--- src/design/dirc_regs.svh ---
// constants of the converter input register and decoder
`ifndef DIRC_REGS_SVH
`define DIRC_REGS_SVH

// ********************************************************************
// widths
// ********************************************************************
`define DIRC_CODE_W        12
`define DIRC_UPPER_W       4
`define DIRC_THERM_W       15
`define DIRC_UBIN_W        2
`define DIRC_MBIN_W        3
`define DIRC_LBIN_W        3

// ********************************************************************
// field positions inside a sample code
// ********************************************************************
`define DIRC_UPPER_MSB     11
`define DIRC_UPPER_LSB     8
`define DIRC_UBIN_MSB      7
`define DIRC_UBIN_LSB      6
`define DIRC_MBIN_MSB      5
`define DIRC_MBIN_LSB      3
`define DIRC_LBIN_MSB      2
`define DIRC_LBIN_LSB      0

// ********************************************************************
// group weights in code steps
// ********************************************************************
`define DIRC_THERM_WEIGHT  256
`define DIRC_UBIN_WEIGHT   64
`define DIRC_MBIN_WEIGHT   8
`define DIRC_LBIN_WEIGHT   1

// ********************************************************************
// reset values
// ********************************************************************
`define DIRC_CODE_RST      12'h000
`define DIRC_LEVEL_RST     12'h000
`define DIRC_COMP_RST      12'hFFF
`define DIRC_THERM_RST     15'h0000

// ********************************************************************
// timing
// ********************************************************************
`define DIRC_REF_CLK_KHZ   25000
`define DIRC_MSB_DECODE_PS 900
`define DIRC_MSB_LAG_RAW   ((`DIRC_MSB_DECODE_PS * `DIRC_REF_CLK_KHZ \
                             + 999999999) / 1000000000)
`define DIRC_MSB_LAG_CYC   ((`DIRC_MSB_LAG_RAW < 1) ? 1 : `DIRC_MSB_LAG_RAW)

`endif

--- src/design/dirc_pkg.sv ---
// types of the converter input register and decoder
`include "dirc_regs.svh"

package dirc_pkg;

    typedef logic [`DIRC_CODE_W-1:0] dirc_code_type;

    typedef struct packed {
        logic [`DIRC_THERM_W-1:0] therm;
        logic [`DIRC_UBIN_W-1:0]  upper_bin;
        logic [`DIRC_MBIN_W-1:0]  mid_bin;
        logic [`DIRC_LBIN_W-1:0]  low_bin;
    } dirc_ctrl_type;

endpackage : dirc_pkg

--- src/design/dirc_sync.sv ---
// two flip-flop synchroniser for pin inputs
`timescale 1ns/100ps

module dirc_sync #(
    parameter int W = 1
) (
    input  wire logic         ref_clk,
    input  wire logic         resetn,
    input  wire logic [W-1:0] pin_in,
    output logic      [W-1:0] sync_out
);

    logic [W-1:0] meta_ff;

    // ****************************************************************
    // two stages
    // ****************************************************************
    always_ff @(posedge ref_clk or negedge resetn) begin
        if (!resetn) begin
            meta_ff  <= '0;
            sync_out <= '0;
        end else begin
            meta_ff  <= pin_in;
            sync_out <= meta_ff;
        end
    end

endmodule : dirc_sync

--- src/design/dirc_therm_dec.sv ---
// four-bit to fifteen-line thermometer decoder
`timescale 1ns/100ps
`include "dirc_regs.svh"

module dirc_therm_dec
    import dirc_pkg::*;
(
    input  wire logic [`DIRC_UPPER_W-1:0] upper_code_bits,
    output logic      [`DIRC_THERM_W-1:0] therm
);

    // ****************************************************************
    // line i is on when the value exceeds i
    // ****************************************************************
    always_comb begin
        for (int i = 0; i < `DIRC_THERM_W; i++) begin
            therm[i] = ({1'b0, upper_code_bits} > 5'(i));
        end
    end

endmodule : dirc_therm_dec

--- src/design/dirc_top.sv ---
// master/slave input register and switch decoder of the converter
`timescale 1ns/100ps
`include "dirc_regs.svh"

// Notes on behaviour
// - transparent select high disables data latching
// - clocked mode updates only on rising clock
// - clock low: master follows, slave holds
// - rising edge freezes master, copies to slave
// - transparent mode passes data regardless of clock
// - registered stage before every switch control
// - four upper bits become fifteen-line thermometer
// - upper six bits drive seventeen full-weight controls
// - bits five to three weigh one eighth
// - bits two to zero weigh one sixtyfourth
// - straight binary, complementary outputs move oppositely
// - transparent mode: upper bits arrive late
module dirc_top
    import dirc_pkg::*;
(
    input  wire logic                     ref_clk,
    input  wire logic                     resetn,
    input  wire dirc_pkg::dirc_code_type  sample_code_bits,
    input  wire logic                     conv_clk,
    input  wire logic                     transparent_sel,
    output dirc_pkg::dirc_ctrl_type       switch_ctrl,
    output dirc_pkg::dirc_code_type       true_analog_output,
    output dirc_pkg::dirc_code_type       comp_analog_output
);

    import dirc_pkg::*;

    localparam int MSB_LAG = `DIRC_MSB_LAG_CYC;

    // ****************************************************************
    // declarations
    // ****************************************************************
    dirc_code_type               code_s;
    logic                        conv_clk_s;
    logic                        bypass_s;
    logic                        conv_clk_prev_ff;
    logic                        clk_rise;
    dirc_code_type               master_ff;
    dirc_code_type               slave_ff;
    logic [`DIRC_THERM_W-1:0]    therm_now;
    logic [`DIRC_THERM_W-1:0]    therm_lag_ff [MSB_LAG];
    dirc_ctrl_type               nxt_ctrl;
    dirc_ctrl_type               ctrl_ff;
    dirc_code_type               level_ff;
    dirc_code_type               comp_ff;

    // ****************************************************************
    // functions
    // ****************************************************************
    function automatic dirc_code_type level_of(input dirc_ctrl_type c);
        int acc;
        acc = $countones(c.therm) * `DIRC_THERM_WEIGHT;
        acc = acc + int'(c.upper_bin) * `DIRC_UBIN_WEIGHT;
        acc = acc + int'(c.mid_bin) * `DIRC_MBIN_WEIGHT;
        acc = acc + int'(c.low_bin) * `DIRC_LBIN_WEIGHT;
        return dirc_code_type'(acc);
    endfunction : level_of

    // ****************************************************************
    // pin synchronisers
    // ****************************************************************
    dirc_sync #(
        .W (`DIRC_CODE_W + 2)
    ) u_pin_sync (
        .ref_clk  (ref_clk),
        .resetn   (resetn),
        .pin_in   ({sample_code_bits, conv_clk, transparent_sel}),
        .sync_out ({code_s, conv_clk_s, bypass_s})
    );

    // ****************************************************************
    // converter clock edge
    // ****************************************************************
    always_ff @(posedge ref_clk or negedge resetn) begin
        if (!resetn) begin
            conv_clk_prev_ff <= 1'b0;
        end else begin
            conv_clk_prev_ff <= conv_clk_s;
        end
    end

    assign clk_rise = conv_clk_s & ~conv_clk_prev_ff;

    // ****************************************************************
    // master stage
    // ****************************************************************
    always_ff @(posedge ref_clk or negedge resetn) begin
        if (!resetn) begin
            master_ff <= `DIRC_CODE_RST;
        end else if (bypass_s) begin
            master_ff <= code_s;
        end else if (!conv_clk_s) begin
            master_ff <= code_s;
        end
        // clock high in clocked mode: master frozen
    end

    // ****************************************************************
    // slave stage
    // ****************************************************************
    always_ff @(posedge ref_clk or negedge resetn) begin
        if (!resetn) begin
            slave_ff <= `DIRC_CODE_RST;
        end else if (bypass_s) begin
            slave_ff <= code_s;
        end else if (clk_rise) begin
            slave_ff <= master_ff;
        end
        // otherwise slave holds
    end

    // ****************************************************************
    // upper bit decode and its delay
    // ****************************************************************
    dirc_therm_dec u_therm_dec (
        .upper_code_bits (slave_ff[`DIRC_UPPER_MSB:`DIRC_UPPER_LSB]),
        .therm           (therm_now)
    );

    always_ff @(posedge ref_clk or negedge resetn) begin
        if (!resetn) begin
            for (int i = 0; i < MSB_LAG; i++) begin
                therm_lag_ff[i] <= `DIRC_THERM_RST;
            end
        end else begin
            therm_lag_ff[0] <= therm_now;
            for (int i = 1; i < MSB_LAG; i++) begin
                therm_lag_ff[i] <= therm_lag_ff[i-1];
            end
        end
    end

    // ****************************************************************
    // switch controls
    // ****************************************************************
    always_comb begin
        // decoded in time in clocked mode, late in transparent mode
        nxt_ctrl.therm     = bypass_s ? therm_lag_ff[MSB_LAG-1]
                                      : therm_now;
        nxt_ctrl.upper_bin = slave_ff[`DIRC_UBIN_MSB:`DIRC_UBIN_LSB];
        nxt_ctrl.mid_bin   = slave_ff[`DIRC_MBIN_MSB:`DIRC_MBIN_LSB];
        nxt_ctrl.low_bin   = slave_ff[`DIRC_LBIN_MSB:`DIRC_LBIN_LSB];
    end

    always_ff @(posedge ref_clk or negedge resetn) begin
        if (!resetn) begin
            ctrl_ff <= '0;
        end else begin
            ctrl_ff <= nxt_ctrl;
        end
    end

    assign switch_ctrl = ctrl_ff;

    // ****************************************************************
    // output levels
    // ****************************************************************
    always_ff @(posedge ref_clk or negedge resetn) begin
        if (!resetn) begin
            level_ff <= `DIRC_LEVEL_RST;
            comp_ff  <= `DIRC_COMP_RST;
        end else begin
            level_ff <= level_of(nxt_ctrl);
            comp_ff  <= ~level_of(nxt_ctrl);
        end
    end

    assign true_analog_output = level_ff;
    assign comp_analog_output = comp_ff;
endmodule : dirc_top

--- config.mk ---
export PLATFORM = sky130hd
export DESIGN_NAME = dirc_top
export DESIGN_NICKNAME = d
export VERILOG_FILES = /design/src/design/dirc_pkg.sv /design/src/design/dirc_sync.sv /design/src/design/dirc_therm_dec.sv /design/src/design/dirc_top.sv
export VERILOG_INCLUDE_DIRS = /design/src /design/src/design
export SDC_FILE = /design/constraint.sdc
export NUM_CORES = 1
export LEC_CHECK = 0
export BUFFER_PORTS_ARGS = -buffer_cell sky130_fd_sc_hd__clkbuf_2
export CAP_MARGIN = 20
export CORE_UTILIZATION = 40
export CTS_BUF_LIST = sky130_fd_sc_hd__clkbuf_2
export DETAILED_ROUTE_END_ITERATION = 16
export PLACE_DENSITY_LB_ADDON = 0.12
export SLEW_MARGIN = 20
export SYNTH_ARGS = -nofsm -noshare
export SYNTH_HDL_FRONTEND = slang
export SYNTH_HIERARCHICAL = 1
export SYNTH_SLANG_ARGS = --single-unit
--- constraint.sdc ---
create_clock -name ref_clk -period 4.5 [get_ports ref_clk]
set_input_delay 0.45 -clock ref_clk [delete_from_list [all_inputs] [get_ports ref_clk]]
set_output_delay 0.45 -clock ref_clk [all_outputs]
set_load 0.02 [all_outputs]
### Word-level counts from Yosys, hierarchy flattened

Index checks and enable logic that the tools add are counted.

* bits in registers: 115
* logic and storage cells: 54

* multiplexer cells: 5
* equality and inequality tests: 1
* reductions and logical operators: 1
* $lt $le $gt $ge: 15
* add/subtract/negate cells: 17
* bitwise logic cells: 3

Operators by type and width (number)
* 12-bit two-way mux: 4
* 4-bit greater-than comparator, second input constant: 7
* 4-bit by 3-bit greater-than comparator with 1-bit output, second input constant: 4
* 15-bit two-way mux: 1
* 1-bit by 1-bit adder with 2-bit output: 7
* 12-bit by 4-bit adder with 12-bit output: 1
* 12-bit by 7-bit adder with 12-bit output: 1
* 12-bit by 8-bit adder with 12-bit output: 1
* 12-bit NOT: 1
* 2-bit by 2-bit adder with 3-bit output: 3
* 3-bit by 3-bit adder with 4-bit output: 2
* 4-bit by 1-bit greater-than comparator with 1-bit output, second input constant: 2
* 4-bit by 2-bit greater-than comparator with 1-bit output, second input constant: 2
* 4-bit adder: 1
* 2-bit by 1-bit adder with 3-bit output: 1
* 2-bit inequality test, second input constant: 1
* 2-bit nonzero test: 1
* 1-bit AND: 1
* 1-bit NOT: 1

### Logic depth before layout (Yosys ltp)

* depth after elaboration: 10
* gate-level depth with buffers: 14

### Hierarchy

Netlist, hierarchy kept.

Modules (own cells, without submodules)
* dirc_top: cells each 209, times used 1, area each 3154.3 µm²
* dirc_sync: cells each 28, times used 1, area each 700.7 µm²
* dirc_therm_dec: cells each 24, times used 1, area each 140.1 µm²

### Worst setup path before layout

No wires, ideal clock.

* kind: register to register
* from: register slave_ff[9]
* to: register level_ff[9], in the netlist true_analog_output[9]
* library setup time: 65 ps
* path slack: 462 ps
* data arrival time: 3973 ps
* cell stages (with the launch flop): 13
* required time: 4435 ps
* cell sequence: dfrtp_1 buf_6 or3_1 mux2i_1 fa_1 inv_1 fa_1 fa_1 fa_1 fa_1 inv_1 fa_1 inv_1

* word-level cells in the longest chain between the ends: 9
* elaborated cells on any way between the ends: 33

Ends and longest elaborated chain
* start: declaration: RTL line dirc_top.sv:44 `dirc_code_type slave_ff;`
* start signal: assignment: RTL line dirc_top.sv:108 `` slave_ff <= `DIRC_CODE_RST; ``
* start signal: assignment: RTL line dirc_top.sv:110 `slave_ff <= code_s;`
* start signal: assignment: RTL line dirc_top.sv:112 `slave_ff <= master_ff;`
* 4-bit by 1-bit greater-than comparator with 1-bit output: RTL line dirc_therm_dec.sv:17 `therm[i] = ({1'b0, upper_code_bits} > 5'(i));`
* via therm_now[1]: RTL line dirc_top.sv:45 `` logic [`DIRC_THERM_W-1:0] therm_now; ``
* 15-bit two-way mux: RTL line dirc_top.sv:143 `nxt_ctrl.therm = bypass_s ? therm_lag_ff[MSB_LAG-1]`
* 1-bit by 1-bit adder with 2-bit output (implied by the code): RTL line dirc_top.sv:57 `` acc = $countones(c.therm) * `DIRC_THERM_WEIGHT; ``
* 2-bit by 2-bit adder with 3-bit output (implied by the code): RTL line dirc_top.sv:57
* 3-bit by 3-bit adder with 4-bit output (implied by the code): RTL line dirc_top.sv:57
* 4-bit adder (implied by the code): RTL line dirc_top.sv:57
* 12-bit by 8-bit adder with 12-bit output (no source line)
* 12-bit by 7-bit adder with 12-bit output (no source line)
* 12-bit by 4-bit adder with 12-bit output (no source line)
* end signal: assignment: RTL line dirc_top.sv:165 `` level_ff <= `DIRC_LEVEL_RST; ``
* end signal: assignment: RTL line dirc_top.sv:168 `level_ff <= level_of(nxt_ctrl);`
* end: declaration: RTL line dirc_top.sv:49 `dirc_code_type level_ff;`

The timed path passes the listed nets, and every way through them passes these cells.
A chain may end at the register's enable or synchronous reset.

### Final worst setup path

* from: register slave_ff[11]
* to: register level_ff[9], in the netlist true_analog_output[9]

The elaborated chain is that of the path after synthesis.

==> impl_metrics.py <==
metrics = {
    "detailed_routing": {
        "drc": 0,
        "routedWlPerCell_um": 13.0,
        "final_antenna_net_count": 0,
        "drt-initial-drc-count": 40,
        "drtPass1Iterations": 4,
        "wirelength_um": 6110,
        "num_vias": 2090,
        "via_per_inst": 4.46,
    },
    "setup_path": {
        "crit_slowest_cell": "dfrtp_1",
        "worst_setup_path_start_kind": "flop",
        "critPathKind": "reg2reg",
        "r2r_slack_ns": 0.27,
        "max_stage_delay_ns": 0.57,
        "startpoint": "slave_ff[11]$_DFFE_PN0P_",
        "crit_path_frequent_cell": "fa_1",
        "end_kind": "flop",
        "rr_worst_depth": 11,
        "r2r-start": "slave_ff[11]$_DFFE_PN0P_",
        "crit_path_max_fanout": 13,
        "worstReg2RegEnd": "true_analog_output[9]$_DFF_PN0_",
        "path_cells": "or3_1, mux2i_1, fa_1, inv_1, fa_1, fa_1, fa_1, fa_1, inv_1, fa_1, inv_1",
        "worstPathRequired_ns": 5.01,
        "crit_arrival_ns": 4.74,
    },
    "timing": {
        "period_needed_ns": 4.23,
        "fmax_mhz": 237,
        "finalHoldViolations": 0,
        "fin_crit_sh_pct": 94.0,
        "rsz0062_at_grt": "no",
        "setup_viol": 0,
        "relSlewSlack_pct": 48.9,
        "fin_skew_ns": 0.0451,
        "tns_ns": 0,
        "finalMaxSlewViolations": 0,
        "worst_pin_slew_ns": 0.766,
    },
    "worst_hold_path": {
        "worstHoldEndpoint": "u_pin_sync/sync_out[10]$_DFF_PN0_",
        "min-delay-start": "u_pin_sync/meta_ff[10]$_DFF_PN0_",
        "hold_class": "reg2reg",
        "min_path_cells": 0,
    },
    "cells_and_area": {
        "drive_gt1_share_pct": 35.7,
        "final_cell_mix": "dfrtp_1, clkbuf_2, inv_1",
        "layout_commonest_cell": "dfrtp_1",
        "nets": 359,
        "final_area_um2": 4560,
        "diodes": 0,
        "area_delta_synth_final_pct": 14.1,
    },
    "global_routing": {
        "grt_pass1_vias": 1999,
        "grtUsageTotal_pct": 13.3,
        "grt_max_degree": 64,
        "antenna_found_initial": 0,
        "overflow": 0,
        "grt_pass1_wl_um": 10200,
    },
    "run_status": {
        "status": "finished clean",
    },
    "die": {
        "core_um2": 9730,
        "rows": 36,
        "die_y_um": 102,
        "die_x_um": 102,
        "io_pins": 63,
        "start_util_pct": 41.1,
        "die-area_um2": 10400,
    },
    "place": {
        "routabilityCongestion": 0.734,
        "dpl-instance-area_um2": 4320,
        "dp_hpwl_um": 3820,
        "port_buffers": 62,
    },
    "synth": {
        "ys.warnings.count": 6,
        "netlist_area_um2": 4000,
        "ys_types": 32,
        "syn_area_per_cell_um2": 15.3,
        "ys_async_sr_fraction_pct": 100,
        "synth_edf_count": 0,
        "synth-seq-cells": 107,
        "ys_seq_area_share_pct": 67.4,
        "syn_inst": 261,
        "ys.flop_type": "dfrtp_1",
        "synth_nets": 289,
    },
    "power": {
        "power_density_nw_per_um2": 464,
        "irDropWorstVdd_mv": 0.247,
        "leakage_nw": 2.22,
    },
    "clocking": {
        "clock-sinks": 107,
        "cts_buffers": 9,
        "tritoncts": "yes",
        "cts_setup_buffers": 0,
        "clkTransAtPathRegs_ns": 0.28,
        "clockBufferDepth": 2,
        "clock_latency_ns": 0.55,
        "htree_num_levels": 3,
        "cts_hold_buffers": 15,
        "cts_root_buf": "clkbuf_2",
        "post_cts_resized": 0,
    },
    "run": {
        "drv_cap": 0,
    },
}
-- final cells by class --
class	count	area, µm²
Clock buffer	12	60.1
Clock inverter	4	27.5
Fill cell	878	5170
Inverter	34	128
Multi-Input combinational cell	99	997
Sequential cell	107	2690
Tap cell	133	166
Timing Repair Buffer	80	485
-- registers in the layout (all words and copies together), names as in the netlist --
| register | count |
|---|---|
| switch_ctrl | 20 |
| therm_lag_ff | 15 |
| u_pin_sync/meta_ff | 14 |
| u_pin_sync/sync_out | 14 |
| comp_analog_output | 12 |
| master_ff | 12 |
| slave_ff | 12 |
| true_analog_output | 7 |
| conv_clk_prev_ff | 1 |
-- cells in the mapped netlist (3+ instances only) --
master | n | area [µm²]
buf_4 | 9 | 67.6
buf_6 | 6 | 67.6
inv_1 | 34 | 128
o311ai_1 | 10 | 87.6
dfstp_2 | 12 | 315
fa_1 | 10 | 200
nor2_1 | 4 | 15.0
mux2_4 | 10 | 150
mux2_2 | 12 | 135
mux2i_1 | 5 | 50.1
dfrtp_1 | 95 | 2380
nand2_1 | 16 | 60.1
nand4bb_1 | 12 | 135
buf_2 | 3 | 15.0
-- how the worst max path moves through the flow --
stage,end,slack [ns],cells after the start
after floorplan,true_analog_output[9]$_DFF_PN0_,0.46,12
after global placement,true_analog_output[9]$_DFF_PN0_,0.36,11
after detailed placement,true_analog_output[9]$_DFF_PN0_,0.33,11
after CTS,true_analog_output[9]$_DFF_PN0_,0.25,11
after global routing,true_analog_output[9]$_DFF_PN0_,0.06,11
final,true_analog_output[9]$_DFF_PN0_,0.27,11
-- routing by layer --
metal	GRT usage [%]	routed length [µm]	share of wire (%)	vias up
met4	8.24	168	2.7	0
met3	2.60	199	3.3	13
met1	19.1	3070	50	1044
li1	-	-	-	990
met5	0	0	0	-
met2	18.5	2670	44	43
-- power breakdown --
group | internal [mW] | total [mW] | switching (mW) | leakage [nW]
Sequential | 1.11 | 1.16 | 0.0479 | 1.26
Clock | 0.0796 | 0.376 | 0.296 | 0.0562
Combinational | 0.242 | 0.584 | 0.342 | 0.912
-- cells by family after synthesis --
family	synth area share (%)
mux	8.39
xor+xnor	0.219
fa+ha+maj	5.64
flops	67.4
simple gates	6.45
buf+inv	7.64
compound gates	4.26
-- stage by stage --
stage	setup WS (ns)	instances	power (mW)	util [%]	hold slack (ns)
finish	0.272	469	2.12	46.8	0.379
global route	0.0591	469	2.28	46.8	0.382
CTS	0.245	469	2.16	46.8	0.382
detailed placement	0.325	438	1.76	44.4	0.335
global placement	0.359	438	1.75	44.4	0.334
floorplan	0.462	261	1.61	-	0.154
-- critical path: cells and delay by family, from the launching register on --
kind                       cells  cell delay [ns]
adders and majority gates      6             2.74
DFF                            1             0.57
and+or+nand+nor                1             0.41
muxes                          1             0.23
buffers and inverters          3             0.22
(Power assumes the default switching activity.)
